## src/design/cwt_pkg.sv

```systemverilog
package cwt_pkg;
  // ----------------------------------------
  // clock and crystal timing
  // ----------------------------------------
  localparam int unsigned CLK_HZ      = 10_000_000;
  localparam int unsigned XTAL_MHZ_X1000 = 32_768;
  localparam int unsigned XTAL_HZ     = XTAL_MHZ_X1000;
  localparam int unsigned XTAL_DIV    = CLK_HZ / XTAL_HZ;
  localparam logic [8:0]  XTAL_DIV_LAST = 9'(XTAL_DIV - 1);

  // ----------------------------------------
  // counter and timeout scale
  // ----------------------------------------
  localparam int unsigned CNT_W       = 16;
  localparam int unsigned BASE_SHIFT  = 9;
  localparam logic [3:0]  SCALE_MAX   = 4'h7;

  // ----------------------------------------
  // register map
  // ----------------------------------------
  localparam logic [7:0] CTRL_ADDR    = 8'hC0;
  localparam logic [7:0] CTRL_RESET   = 8'h10;
  localparam int unsigned SCALE_LSB   = 4;
  localparam int unsigned IRQ_MODE_BIT = 3;
  localparam int unsigned STATUS_BIT  = 2;
  localparam int unsigned REFRESH_BIT = 1;
  localparam int unsigned UNLOCK_BIT  = 0;

  typedef struct packed {
    logic [3:0] scale;
    logic       irq_mode;
    logic       status;
    logic       refresh;
    logic       unlock;
  } cwt_ctrl_t;

  typedef struct packed {
    logic       wr;
    logic [7:0] addr;
    logic [7:0] wdata;
  } cwt_sfr_req_t;

  typedef struct packed {
    cwt_ctrl_t       ctrl;
    logic [CNT_W-1:0] cnt;
    logic [8:0]      div;
    logic            irq;
    logic            sys_rst;
  } cwt_state_t;
endpackage

```

## src/design/cwt_watchdog.sv

```systemverilog
`timescale 1ns/1ps
// What this block does
// [RULE_01] refresh bit zero stops all timeouts
// [RULE_02] missed refresh raises reset or interrupt
// [RULE_03] 16-bit counter on crystal ticks only
// [RULE_04] scale held in control bits seven to four
// [RULE_05] timeout is 512 ticks shifted by scale
// [RULE_06] scale above seven never times out
// [RULE_07] locked writes to control are ignored
// [RULE_08] interrupt mode bit picks interrupt over reset
// [RULE_09] timeout sets status flag, kept until an unlocked control write; rst loads CTRL_RESET, which clears it
// [RULE_10] unlock admits exactly the next write
// [RULE_11] refresh restarts count from zero
module cwt_watchdog (
  input  wire logic                 clock,
  input  wire logic                 rst,
  input  wire cwt_pkg::cwt_sfr_req_t sfr_req,
  output logic [7:0]                sfr_rdata,
  output logic                      wdt_irq,
  output logic                      wdt_sys_reset
);

  // ----------------------------------------
  // helpers
  // ----------------------------------------
  function automatic logic [cwt_pkg::CNT_W-1:0] last_tick(
    input logic [3:0] scale);
    logic [cwt_pkg::CNT_W:0] lim;
    lim = (cwt_pkg::CNT_W+1)'(1) << (cwt_pkg::BASE_SHIFT + 32'(scale));
    last_tick = cwt_pkg::CNT_W'(lim - 1'b1);
  endfunction

  cwt_pkg::cwt_state_t st_ff;
  cwt_pkg::cwt_state_t nxt_st;
  logic                tick;
  logic                hit;
  logic                ctrl_wr;

  // ----------------------------------------
  // state update
  // ----------------------------------------
  always_comb begin
    nxt_st = st_ff;
    nxt_st.irq = 1'b0;
    nxt_st.sys_rst = 1'b0;
    // crystal tick divider
    tick = (st_ff.div == cwt_pkg::XTAL_DIV_LAST); // [RULE_03]
    nxt_st.div = tick ? 9'h000 : st_ff.div + 9'h001;
    // timeout compare
    hit = tick && st_ff.ctrl.refresh
          && (st_ff.ctrl.scale <= cwt_pkg::SCALE_MAX) // [RULE_06]
          && (st_ff.cnt == last_tick(st_ff.ctrl.scale)); // [RULE_05]
    ctrl_wr = sfr_req.wr && (sfr_req.addr == cwt_pkg::CTRL_ADDR);
    // count only while enabled
    if (!st_ff.ctrl.refresh) begin
      nxt_st.cnt = '0; // [RULE_01]
    end else if (hit) begin
      nxt_st.cnt = '0;
    end else if (tick) begin
      nxt_st.cnt = st_ff.cnt + 16'h0001; // [RULE_03]
    end
    // any write consumes a pending unlock
    if (sfr_req.wr) begin
      nxt_st.ctrl.unlock = 1'b0; // [RULE_10]
    end
    if (ctrl_wr) begin
      if (st_ff.ctrl.unlock) begin
        nxt_st.ctrl.scale =
          sfr_req.wdata[cwt_pkg::SCALE_LSB +: 4]; // [RULE_04]
        nxt_st.ctrl.irq_mode = sfr_req.wdata[cwt_pkg::IRQ_MODE_BIT];
        nxt_st.ctrl.status = sfr_req.wdata[cwt_pkg::STATUS_BIT];
        nxt_st.ctrl.refresh = sfr_req.wdata[cwt_pkg::REFRESH_BIT];
        if (sfr_req.wdata[cwt_pkg::REFRESH_BIT]) begin
          nxt_st.cnt = '0; // [RULE_11]
        end
      end else if (sfr_req.wdata[cwt_pkg::UNLOCK_BIT]) begin
        nxt_st.ctrl.unlock = 1'b1; // [RULE_10] [RULE_07]
      end
    end
    // timeout action, set beats software clear
    if (hit) begin
      nxt_st.ctrl.status = 1'b1; // [RULE_09] [RULE_02]
      if (st_ff.ctrl.irq_mode) begin
        nxt_st.irq = 1'b1; // [RULE_08]
      end else begin
        nxt_st.sys_rst = 1'b1; // [RULE_08]
      end
    end
  end

  always_ff @(posedge clock) begin
    if (rst) begin
      st_ff <= '{ctrl: cwt_pkg::CTRL_RESET, cnt: '0, div: '0,
                 irq: 1'b0, sys_rst: 1'b0};
    end else begin
      st_ff <= nxt_st;
    end
  end

  // ----------------------------------------
  // outputs
  // ----------------------------------------
  always_comb begin
    sfr_rdata = (sfr_req.addr == cwt_pkg::CTRL_ADDR) ? st_ff.ctrl : 8'h00;
  end
  assign wdt_irq       = st_ff.irq;
  assign wdt_sys_reset = st_ff.sys_rst;
endmodule

```

## config.mk

```make
export PLATFORM = sky130hd
export DESIGN_NAME = cwt_watchdog
export DESIGN_NICKNAME = d
export VERILOG_FILES = /design/src/design/cwt_pkg.sv /design/src/design/cwt_watchdog.sv
export SDC_FILE = /design/constraint.sdc
export NUM_CORES = 1
export LEC_CHECK = 0
export ABC_CLOCK_PERIOD_IN_PS = 6270
export BUFFER_PORTS_ARGS = -buffer_cell sky130_fd_sc_hd__buf_2
export CAP_MARGIN = 30
export CORE_UTILIZATION = 52
export CTS_BUF_LIST = sky130_fd_sc_hd__clkbuf_2 sky130_fd_sc_hd__clkbuf_4 sky130_fd_sc_hd__clkbuf_8
export CTS_CLUSTER_SIZE = 10
export DETAILED_ROUTE_END_ITERATION = 7
export PLACE_DENSITY = 0.74
export REMOVE_ABC_BUFFERS = 1
export SLEW_MARGIN = 0
export SYNTH_ARGS = -nofsm -noshare
export SYNTH_HDL_FRONTEND = slang
export SYNTH_SLANG_ARGS = --single-unit
```

## constraint.sdc

```tcl
create_clock -name clock -period 6.27 [get_ports clock]
set_input_delay 1.5675 -clock clock [delete_from_list [all_inputs] [get_ports clock]]
set_output_delay 1.5675 -clock clock [all_outputs]
set_load 0.01 [all_outputs]
```

Word-level counts from Yosys, hierarchy flattened. Index checks and enable logic that the tools add are counted.

$add $sub $neg: 4. $lt $le $gt $ge: 1. Eq/ne operators: 3. Shift-type cells: 1. Multiplexer cells: 14. Bitwise gates (word level): 1. Reductions and logical operators: 10.

Operators with widths (number): $mux 16 (5); $mux 19 (1); $add 16x1->16 const B (1); $eq 16x16->1 (1); $shl 1x5->16 const A (1); $sub 16x1->16 const B (1); $add 9x1->9 const B (1); $eq 9x9->1 const B (1); $eq 8x8->1 const B (1); $mux 8 (1); $mux 1 (6); $add 4x4->5 const A (1); $le 4x3->1 const B (1); $logic_and 1x1->1 (4); $reduce_and 2->1 (2); $reduce_bool 2->1 (2); $reduce_or 2->1 (2); $mux 2 (1); $not 1->1 (1).

Register bits: 35. Output and inout port bits: 10.

Longest topological paths before layout. Gate-level depths: netlist of run 1.

Depth in word-level cells: 11. Mapped depth: 9. Depth with buffers taken out: 7.

Worst setup path after synthesis of run 1. No wires, ideal clock.

Kind: input -> output. Start point: input port sfr_req[9] (netlist bit). End point: output port sfr_rdata[0]. Arrival: 2680 ps. Required time: 4702 ps. Path slack: 2023 ps. Cell stages on the path: 4. Buffers on the path: 1. Cells stage by stage: or4_1 nor4_1 buf_2 and2_1.

Longest elaborated chain between the ends: 2.

RTL lines: start, declared (line cwt_watchdog.sv:17) `input wire cwt_pkg::cwt_sfr_req_t sfr_req,`; $eq 8x8->1 (line cwt_watchdog.sv:104) `sfr_rdata = (sfr_req.addr == cwt_pkg::CTRL_ADDR) ? st_ff.ctrl : 8'h00;`; $mux 8 (line cwt_watchdog.sv:104); end, declared (line cwt_watchdog.sv:18) `output logic [7:0] sfr_rdata,`.

No other way between the ends.

Worst setup path in the final report of run 1.
Start point: input port sfr_req[9] (netlist bit). End point: output port sfr_rdata[1].

The elaborated chain is that of the path after synthesis.

==> results of run 1 <==
## Yosys cell counts, drive strengths merged (4+ instances only)
cell,n
mux2i,7
xor2,14
nor2b,4
dfxtp,35
nand2,9
nor3,4
a21oi,4
nand4,7
clkbuf,8
o21ai,5
and2,12
xnor2,11
and4,5
inv,8
or2,4
ha,4
nand3,9
nor2,35
## sequential cells by signal, summed over array words and instances, names as in the netlist
register and flops:
st_ff 33, wdt_irq 1, wdt_sys_reset 1
## power groups by stage
stage | Combinational (mW) | Sequential [mW] | Clock [mW]
2_1_floorplan | 0.00847 | 0.231 | 0
3_3_place_gp | 0.0162 | 0.231 | 0
3_5_place_dp | 0.0166 | 0.231 | 0
4_1_cts | 0.0167 | 0.226 | 0.121
5_1_grt | 0.0194 | 0.227 | 0.130
6_report | 0.0167 | 0.226 | 0.116
## worst max-delay path by stage
| stage | cells after the start | end | start | slack [ns] |
|---|---|---|---|---|
| final | 6 | sfr_rdata[1] | sfr_req[9] | 1.87 |
| after global routing | 6 | sfr_rdata[2] | sfr_req[9] | 1.82 |
| after CTS | 6 | sfr_rdata[2] | sfr_req[9] | 1.86 |
| after detailed placement | 6 | sfr_rdata[2] | sfr_req[9] | 1.86 |
| after global placement | 6 | sfr_rdata[6] | sfr_req[9] | 1.92 |
| after floorplan | 3 | sfr_rdata[0] | sfr_req[9] | 1.65 |
## worst max-delay path, delay by kind of cell
| family | cells | cell delay, ns |
|---|---|---|
| buffers and inverters | 3 | 0.43 |
| and+or+nand+nor | 3 | 0.83 |
## cell families after synthesis
group                    Yosys count  synth area share (%)
flip-flops                        35                  37.0
buffers and inverters             19                  4.29
AO/OA/AOI/OAI                     25                  9.58
AND/OR/NAND/NOR                  105                  29.9
XOR/XNOR                          25                  11.6
multiplexers                       8                  4.29
adder cells (fa/ha/maj)            5                  3.17
other                              1                 0.198
## per-stage QoR
stage | power [mW] | instances | setup slack (ns) | util (%)
floorplan | 0.239 | 213 | 1.65 | -
global placement | 0.247 | 288 | 1.92 | 60.1
detailed placement | 0.248 | 288 | 1.86 | 60.1
CTS | 0.364 | 296 | 1.86 | 61.6
global route | 0.376 | 296 | 1.82 | 61.6
finish | 0.359 | 296 | 1.87 | 61.6
## layer usage
| metal | wire length, um | up-vias |
|---|---|---|
| met1 | 1780 | 731 |
| met2 | 1670 | 26 |
| met3 | 119 | 8 |
| met4 | 80 | 0 |
| met5 | 0 | - |
| li1 | - | 823 |
## area by class of cell
class	count	area, um2	area share [%]
clock buffers	5	37.5	1.78
flip-flops and latches	35	701	33.3
well taps	46	57.6	2.73
repair buffers	29	148	7.02
multi-input cells	170	1120	53.0
clock inverters	3	15.0	0.713
inverters	8	30.0	1.43
## cell usage in the layout, fill, tap and decap left out, types with 3 or more instances in the layout
master and count:
sky130_fd_sc_hd__inv_1 8, sky130_fd_sc_hd__mux2i_1 7, sky130_fd_sc_hd__a21oi_1 4, sky130_fd_sc_hd__clkinv_2 3
sky130_fd_sc_hd__nand4_1 7, sky130_fd_sc_hd__clkbuf_4 5, sky130_fd_sc_hd__or2_2 4, sky130_fd_sc_hd__dfxtp_1 35
sky130_fd_sc_hd__nand2_1 9, sky130_fd_sc_hd__buf_2 28, sky130_fd_sc_hd__or4_1 3, sky130_fd_sc_hd__o21ai_0 4
sky130_fd_sc_hd__and4_1 5, sky130_fd_sc_hd__xnor2_1 11, sky130_fd_sc_hd__ha_1 4, sky130_fd_sc_hd__nor2b_1 4
sky130_fd_sc_hd__and2_1 12, sky130_fd_sc_hd__nor3_1 4, sky130_fd_sc_hd__nand3_1 8, sky130_fd_sc_hd__nor2_1 35
sky130_fd_sc_hd__nor4_1 3, sky130_fd_sc_hd__xor2_1 14
==> impl_metrics.ini, run 1 <==
[floorplanning]
floorplan.initialDensity_pct = 55.5
die_area_mm2 = 0.00389
placementRows = 21
dieHeight_um = 62.4
dieWidth_um = 62.4
coreArea_mm2 = 0.00342
design.portCount = 29

[setup_path]
reg2reg_depth = 6
startpoint_type = primary input
required_ns = 4.70
reg2reg_to = st_ff[15]$_SDFF_PP0_
worst_ep_arrival_time_ns = 2.83
worst_path_largest_cell_delay_ns = 0.52
end_kind = output port
setup.reg_to_reg.worst_slack_ns = 3.95
critical_path.cell_chain = buf_2, or4_1, nor4_1, buf_4, and2_1, buf_2
worst_path_most_repeated_cell = sky130_fd_sc_hd__buf_2
worstReg2RegStart = st_ff[32]$_SDFFE_PP0P_
crit_path_top_delay_cell = sky130_fd_sc_hd__or4_1
critPathMaxFanout = 11
critical_path_class = in2out

[synth]
yosys.area.top_type = sky130_fd_sc_hd__dfxtp_1
top_post_synthesis_cells_by_area = sky130_fd_sc_hd__dfxtp_1 (37%), sky130_fd_sc_hd__nor2_1 (6.9%), sky130_fd_sc_hd__xor2_1 (6.5%)
syn-instance-count = 223
synth_enable_flop_cells = 0
postSynthRegisterBits = 35
ys_warn_count = 0
synthArstFlopShare_pct = 0
synth-main-ff-cell = sky130_fd_sc_hd__dfxtp_1
yosysSeqAreaShare_pct = 37.0
number_of_distinct_library_cells_after_synthesis = 46
synth_largest_type_area_fraction_pct = 37.0
syn-cell-area_mm2 = 0.00189
syn_avg_cell_area_um2 = 8.49

[grt]
grt_first_pass_wirelength_um = 6800
grt_remaining_overflow = 0
met1_usage_pct = 26.6
grt_max_degree = 16
gr-usage-met3_pct = 4.96
vias_in_the_first_global_route = 1552
grt_usage_pct = 21.9
grt.met2_usage_pct = 36.5
grt_antenna_before_repair = 0
grt-busiest-layer = met2

[cts]
cts_repair_resize_count = 0
clock-sinks = 35
worst_setup_hold_path_clk_slew_ns = 0.10
cts_buffers = 5
tritoncts = done
cts_hold_buf = 0
h-tree-depth = 2
post-cts-setup-buffer-count = 0
clock_tree.buffer_depth = 2
worst_skew_pair.late_latency_ns = 0.34
cts_root_buf = sky130_fd_sc_hd__clkbuf_4

[timing]
hold-worst-slack_ns = 0.501
setup_repair_after_global_routing_missed_its_margin = false
final.setup.tns_ns = 0
worst_clock_skew_ns = 0.00877
min_period_over_period_pct = 70.2
hold_violations = 0
timing.final.setup_violations = 0
fmax_mhz = 227
shortest_clock_period_the_worst_path_allows_after_layout_ns = 4.40
final_max_slew_viol_count = 0

[finish]
num-fill-cells = 320
syn2layout_area_growth_pct = 11.1
antenna_cells = 0
post_route_cells_drive_above_1_share_pct = 17.6
num-nets-final = 272
stdcell_area_mm2 = 0.00210

[power_and_ir_drop]
switching_share_of_total_power_pct = 23.7
leakagePower_nw = 0.861
intPower_mw = 0.274
powerDensity_mw_per_mm2 = 171
power.clock.fraction_pct = 32.4
switchingPower_mw = 0.0850
power_frac_comb_pct = 4.7
peakVddDrop_mv = 0.145
seqPwrFrac_pct = 63.0

[route]
ant_nets = 0
viasPerCell = 5.36
route.final.wire_length_um = 3650
detail_route.iter0.violations = 63
route.detailed.drc = 0
detailedRoute.firstPassIterationCount = 5
via_count = 1588
post_drt_wl_per_cell_um = 12.3

[hold_path]
hp-class = reg2reg
timing.hold.worst_path_depth = 1
hold_start = st_ff[2]$_SDFF_PP0_
holdPathEnd = st_ff[2]$_SDFF_PP0_

[run]
max_cap_viol_count = 0

[placed_design]
dp_hpwl_um = 2650
port_buffers = 28
detailed_place.area_mm2 = 0.00205
globalplace.congestion = 0.777

[run_status]
status = completed
Note: power is estimated with default switching activity, not from simulation.
==> inputs of run 2 (changes only) <==
--- a/config.mk
+++ b/config.mk
@@ -5,14 +5,14 @@
 export SDC_FILE = /design/constraint.sdc
 export NUM_CORES = 1
 export LEC_CHECK = 0
-export ABC_CLOCK_PERIOD_IN_PS = 6270
+export ABC_CLOCK_PERIOD_IN_PS = 3600
 export BUFFER_PORTS_ARGS = -buffer_cell sky130_fd_sc_hd__buf_2
 export CAP_MARGIN = 30
 export CORE_UTILIZATION = 52
 export CTS_BUF_LIST = sky130_fd_sc_hd__clkbuf_2 sky130_fd_sc_hd__clkbuf_4 sky130_fd_sc_hd__clkbuf_8
 export CTS_CLUSTER_SIZE = 10
 export DETAILED_ROUTE_END_ITERATION = 7
-export PLACE_DENSITY = 0.74
+export PLACE_DENSITY = 0.77
 export REMOVE_ABC_BUFFERS = 1
 export SLEW_MARGIN = 0
 export SYNTH_ARGS = -nofsm -noshare
==> constraint.sdc (replaced) <==
create_clock -name clock -period 3.6 [get_ports clock]
set_input_delay 0.9 -clock clock [delete_from_list [all_inputs] [get_ports clock]]
set_output_delay 0.9 -clock clock [all_outputs]
set_load 0.01 [all_outputs]
==> impl_metrics.ini, run 2 (synthesis results as in run 1) <==
[timing]
worst_clock_skew_ns = 0.0136
setup_repair_after_global_routing_missed_its_margin = false
hold-worst-slack_ns = 0.502
timing.final.setup_violations = 0
shortest_clock_period_the_worst_path_allows_after_layout_ns = 3.05
hold_violations = 0
final_max_slew_viol_count = 0
min_period_over_period_pct = 84.8
final.setup.tns_ns = 0
fmax_mhz = 327

[power_and_ir_drop]
seqPwrFrac_pct = 62.1
intPower_mw = 0.495
report.power.total_mw = 0.634
switchingPower_mw = 0.139
power_frac_comb_pct = 4.5
power.clock.fraction_pct = 33.4
peakVddDrop_mv = 0.300
powerDensity_mw_per_mm2 = 301
switching_share_of_total_power_pct = 21.9
leakagePower_nw = 0.861

[floorplanning]
dieWidth_um = 62.4
coreArea_mm2 = 0.00342
floorplan.initialDensity_pct = 55.5
design.portCount = 29
placementRows = 21
dieHeight_um = 62.4
die_area_mm2 = 0.00389

[hold_path]
hp-class = reg2reg

[grt]
grt_first_pass_wirelength_um = 6540
grt_max_degree = 16
grt_usage_pct = 21.4
vias_in_the_first_global_route = 1539
grt_antenna_before_repair = 0
grt_remaining_overflow = 0

[cts]
tritoncts = done
cts_hold_buf = 0
cts_root_buf = sky130_fd_sc_hd__clkbuf_4
cts_repair_resize_count = 0
clock_tree.buffer_depth = 2
worst_skew_pair.late_latency_ns = 0.33
clock-sinks = 35
post-cts-setup-buffer-count = 0
worst_setup_hold_path_clk_slew_ns = 0.10
h-tree-depth = 2
cts_buffers = 5

[finish]
top_register = st_ff
post_route_cells_drive_above_1_share_pct = 17.3
final_cell_mix = sky130_fd_sc_hd__nor2_1 (35), sky130_fd_sc_hd__dfxtp_1 (35), sky130_fd_sc_hd__buf_2 (28)
layout.core_utilization_pct = 61.7
stdcell_area_mm2 = 0.00211
num-fill-cells = 325
largest_register_ffs = 33
num-nets-final = 272
syn2layout_area_growth_pct = 11.3
antenna_cells = 0

[route]
viasPerCell = 5.30
post_drt_wl_per_cell_um = 12.2
detailedRoute.firstPassIterationCount = 4
ant_nets = 0
via_count = 1564
route.detailed.drc = 0
detail_route.iter0.violations = 86
route.final.wire_length_um = 3610

[setup_path]
end_kind = output port
worst_ep_arrival_time_ns = 2.15
setup.reg_to_reg.worst_slack_ns = 1.26
startpoint_type = primary input
reg2reg_depth = 6
worstSetupEndpoint = sfr_rdata[3]
critical_path_class = in2out
critPathMaxFanout = 11
required_ns = 2.70
reg2reg_to = st_ff[16]$_SDFF_PP0_
worstReg2RegStart = st_ff[32]$_SDFFE_PP0P_
critPathLaunch = sfr_req[9]

[run]
max_cap_viol_count = 0

[placed_design]
dp_hpwl_um = 2630
port_buffers = 28
globalplace.congestion = 0.782
detailed_place.area_mm2 = 0.00205

[run_status]
status = completed
run 2: power by group through the flow:
stage / Clock, mW / Combinational [mW] / Sequential, mW
after floorplan: 0 / 0.0148 / 0.402
final: 0.212 / 0.0288 / 0.394
after global placement: 0 / 0.0277 / 0.402
after CTS: 0.219 / 0.0285 / 0.394
after detailed placement: 0 / 0.0284 / 0.402
after global routing: 0.239 / 0.0327 / 0.394
run 2: worst max-delay path: stages:
cell and delay (ns):
sky130_fd_sc_hd__buf_2 0.09, sky130_fd_sc_hd__or4_1 0.50, sky130_fd_sc_hd__nor4_1 0.18, sky130_fd_sc_hd__buf_4 0.21
sky130_fd_sc_hd__and2_1 0.15, sky130_fd_sc_hd__buf_2 0.13
run 2: how the worst min path moves through the flow:
| stage | to | slack (ns) | cells after the start | startpoint |
|---|---|---|---|---|
| after CTS | st_ff[9]$_SDFF_PP0_ | 0.51 | 2 | st_ff[9]$_SDFF_PP0_ |
| after floorplan | st_ff[2]$_SDFF_PP0_ | 0.44 | 1 | st_ff[2]$_SDFF_PP0_ |
| after detailed placement | st_ff[9]$_SDFF_PP0_ | 0.49 | 2 | st_ff[9]$_SDFF_PP0_ |
| final | st_ff[9]$_SDFF_PP0_ | 0.50 | 2 | st_ff[9]$_SDFF_PP0_ |
| after global placement | st_ff[2]$_SDFF_PP0_ | 0.46 | 1 | st_ff[2]$_SDFF_PP0_ |
| after global routing | st_ff[2]$_SDFF_PP0_ | 0.54 | 1 | st_ff[2]$_SDFF_PP0_ |
run 2: final cells by class:
class	count	area, um2	area share, %
clock buffer	6	51.3	2.43
clock inverter	1	5.00	0.237
inverter	8	30.0	1.42
multi-input combinational	170	1120	52.9
sequential	35	701	33.2
tap	46	57.6	2.73
timing repair buffer	29	148	7.00
run 2: per-layer routing:
| metal | share of wire (%) | wire length, um | track usage [%] | vias up |
|---|---|---|---|---|
| li1 | - | - | - | 820 |
| met1 | 46 | 1660 | 24.4 | 715 |
| met2 | 49 | 1770 | 36.3 | 24 |
| met3 | 3.4 | 123 | 7.17 | 5 |
| met4 | 1.6 | 59 | 9.30 | 0 |
| met5 | 0 | 0 | 0 | - |
run 2: through the flow:
stage / std cells / setup WS, ns
2_1_floorplan: 213 / 0.315
3_3_place_gp: 288 / 0.581
3_5_place_dp: 288 / 0.551
4_1_cts: 295 / 0.531
5_1_grt: 295 / 0.371
6_report: 295 / 0.546
==> inputs of run 3 (changes only) <==
--- a/config.mk
+++ b/config.mk
@@ -5,14 +5,15 @@
 export SDC_FILE = /design/constraint.sdc
 export NUM_CORES = 1
 export LEC_CHECK = 0
-export ABC_CLOCK_PERIOD_IN_PS = 3600
+export ABC_AREA = 1
+export ABC_CLOCK_PERIOD_IN_PS = 2800
 export BUFFER_PORTS_ARGS = -buffer_cell sky130_fd_sc_hd__buf_2
 export CAP_MARGIN = 30
 export CORE_UTILIZATION = 52
 export CTS_BUF_LIST = sky130_fd_sc_hd__clkbuf_2 sky130_fd_sc_hd__clkbuf_4 sky130_fd_sc_hd__clkbuf_8
 export CTS_CLUSTER_SIZE = 10
 export DETAILED_ROUTE_END_ITERATION = 7
-export PLACE_DENSITY = 0.77
+export PLACE_DENSITY = 0.76
 export REMOVE_ABC_BUFFERS = 1
 export SLEW_MARGIN = 0
 export SYNTH_ARGS = -nofsm -noshare
==> constraint.sdc (replaced) <==
create_clock -name clock -period 2.8 [get_ports clock]
set_input_delay 0.7 -clock clock [delete_from_list [all_inputs] [get_ports clock]]
set_output_delay 0.7 -clock clock [all_outputs]
set_load 0.01 [all_outputs]
==> impl_metrics.ini, run 3 <==
[run_status]
status = completed

[route]
detail_route.iter0.violations = 104
route.detailed.drc = 0
route.final.wire_length_um = 4500
ant_nets = 0
via_count = 2078
post_drt_wl_per_cell_um = 10.8
viasPerCell = 4.97
detailedRoute.firstPassIterationCount = 4

[floorplanning]
design.portCount = 29
floorplan.initialDensity_pct = 54.3
dieWidth_um = 66.6
dieHeight_um = 66.6
coreArea_mm2 = 0.00400
die_area_mm2 = 0.00444
placementRows = 23

[timing]
final.setup.tns_ns = 0
shortest_clock_period_the_worst_path_allows_after_layout_ns = 2.25
worst_clock_skew_ns = 0.00678
fmax_mhz = 444
hold_violations = 0
hold-worst-slack_ns = 0.412
setup_repair_after_global_routing_missed_its_margin = false
min_period_over_period_pct = 80.5
timing.final.setup_violations = 0
final_max_slew_viol_count = 0
finalWorstSetupSlack_ns = 0.546

[finish]
layout.core_utilization_pct = 61.2
post_route_cells_drive_above_1_share_pct = 16.8
top_register = st_ff
multiInputGateArea_mm2 = 0.00125
stdcell_area_mm2 = 0.00245
antenna_cells = 0
num-fill-cells = 404
syn2layout_area_growth_pct = 12.6
register_area_um2 = 701
num-nets-final = 390
largest_register_ffs = 33
mostFrequentLayoutCell = sky130_fd_sc_hd__nand2_1
final_cell_mix = sky130_fd_sc_hd__nand2_1 (80), sky130_fd_sc_hd__nor2_1 (55), sky130_fd_sc_hd__inv_1 (49)
fin_cells = 418

[setup_path]
crit_family = simple AND/OR/NAND/NOR gates
end_kind = output port
critical_path_class = in2out
cp_num_buf_inv = 3
critPathMaxFanout = 8
worst_ep_arrival_time_ns = 1.55
worst_path_largest_cell_delay_ns = 0.16
startpoint_type = primary input
worst_path_most_repeated_cell = sky130_fd_sc_hd__nor2_1
critical_path.cell_chain = buf_2, nor2_1, nand3_1, nor2_1, inv_1, nor2_1, buf_2
crit_path_top_delay_cell = sky130_fd_sc_hd__nor2_1
required_ns = 2.10

[cts]
cts_buffers = 5
cts_repair_resize_count = 0
clock-sinks = 35
cts_root_buf = sky130_fd_sc_hd__clkbuf_8
tritoncts = done
clock_tree.buffer_depth = 2
h-tree-depth = 2
cts_hold_buf = 0
post-cts-setup-buffer-count = 0
worst_setup_hold_path_clk_slew_ns = 0.07
worst_skew_pair.late_latency_ns = 0.29

[synth]
top_post_synthesis_cells_by_area = sky130_fd_sc_hd__dfxtp_1 (32%), sky130_fd_sc_hd__nand2_1 (14%), sky130_fd_sc_hd__nor2_1 (9.5%)
synth_enable_flop_cells = 0
ys_warn_count = 0
syn-cell-area_mm2 = 0.00217
postSynthRegisterBits = 35
most_used_standard_cells_in_the_synthesized_netlist = sky130_fd_sc_hd__nand2_1 (80), sky130_fd_sc_hd__nor2_1 (55), sky130_fd_sc_hd__inv_1 (49), sky130_fd_sc_hd__dfxtp_1 (35), sky130_fd_sc_hd__nand3_1 (23)
syn-instance-count = 334
yosysSeqAreaShare_pct = 32.3
yosysMostFrequentCell = sky130_fd_sc_hd__nand2_1
synth-main-ff-cell = sky130_fd_sc_hd__dfxtp_1
yosys.area.top_type = sky130_fd_sc_hd__dfxtp_1
synth_largest_type_area_fraction_pct = 32.3
number_of_distinct_library_cells_after_synthesis = 33
synthArstFlopShare_pct = 0
syn_avg_cell_area_um2 = 6.50

[placed_design]
post_place_worst_slack_ns = 0.537
detailed_place.area_mm2 = 0.00235
globalplace.congestion = 0.904
place.detailed.instances = 410
port_buffers = 28
dp_hpwl_um = 3520

[grt]
grt_first_pass_wirelength_um = 7730
grt_usage_pct = 22.8
grt_remaining_overflow = 0
grt_max_degree = 13
grt_antenna_before_repair = 0
vias_in_the_first_global_route = 1884

[power_and_ir_drop]
peakVddDrop_mv = 0.321
leakagePower_nw = 1.13
powerDensity_mw_per_mm2 = 382
report.power.total_mw = 0.935

[hold_path]
hp-class = reg2reg

[run]
max_cap_viol_count = 0
[run 3: area by class of cell]
class,count,area share (%)
multi-input cells,246,51.2
flip-flops and latches,35,28.6
inverters,51,7.88
repair buffers,28,5.73
clock buffers,6,3.38
well taps,50,2.56
clock inverters,2,0.665
[run 3: power breakdown]
part | switching (mW) | leakage, nW | internal (mW)
clock | 0.190 | 0.0474 | 0.201
combinational | 0.0217 | 0.798 | 0.0181
sequential | 0.00299 | 0.282 | 0.501
total | 0.215 | 1.13 | 0.720
[run 3: final timing paths]
kind | start | to | slack, ns | cells after the start
worst max-delay path | sfr_req[13] | sfr_rdata[1] | 0.55 | 7
worst min-delay path | st_ff[30]$_SDFFE_PP0P_ | wdt_sys_reset$_SDFF_PP0_ | 0.41 | 1
worst max register to register | st_ff[2]$_SDFF_PP0_ | st_ff[23]$_SDFF_PP0_ | 1.02 | 13
worst min register to register | st_ff[30]$_SDFFE_PP0P_ | wdt_sys_reset$_SDFF_PP0_ | 0.41 | 1
[run 3: routing by layer]
metal / up-vias / GRT usage [%] / share of wire [%]
met5: - / 0 / 0
met4: 0 / 9.04 / 1.8
met3: 8 / 5.14 / 3.6
met2: 39 / 39.3 / 47
met1: 922 / 27.0 / 48
li1: 1109 / - / -
[run 3: cell families (layout without fill, tap and decap cells)]
logic type / count (synthesis) / after routing / share of synthesized area, %
compound gates: 25 / 25 / 6.34
xor+xnor: 13 / 13 / 5.24
simple gates: 201 / 201 / 42.9
fa+ha+maj: 4 / 4 / 2.30
other cells: 1 / 2 / 0.173
mux: 1 / 1 / 0.461
flops: 35 / 35 / 32.3
buf+inv: 54 / 87 / 10.3
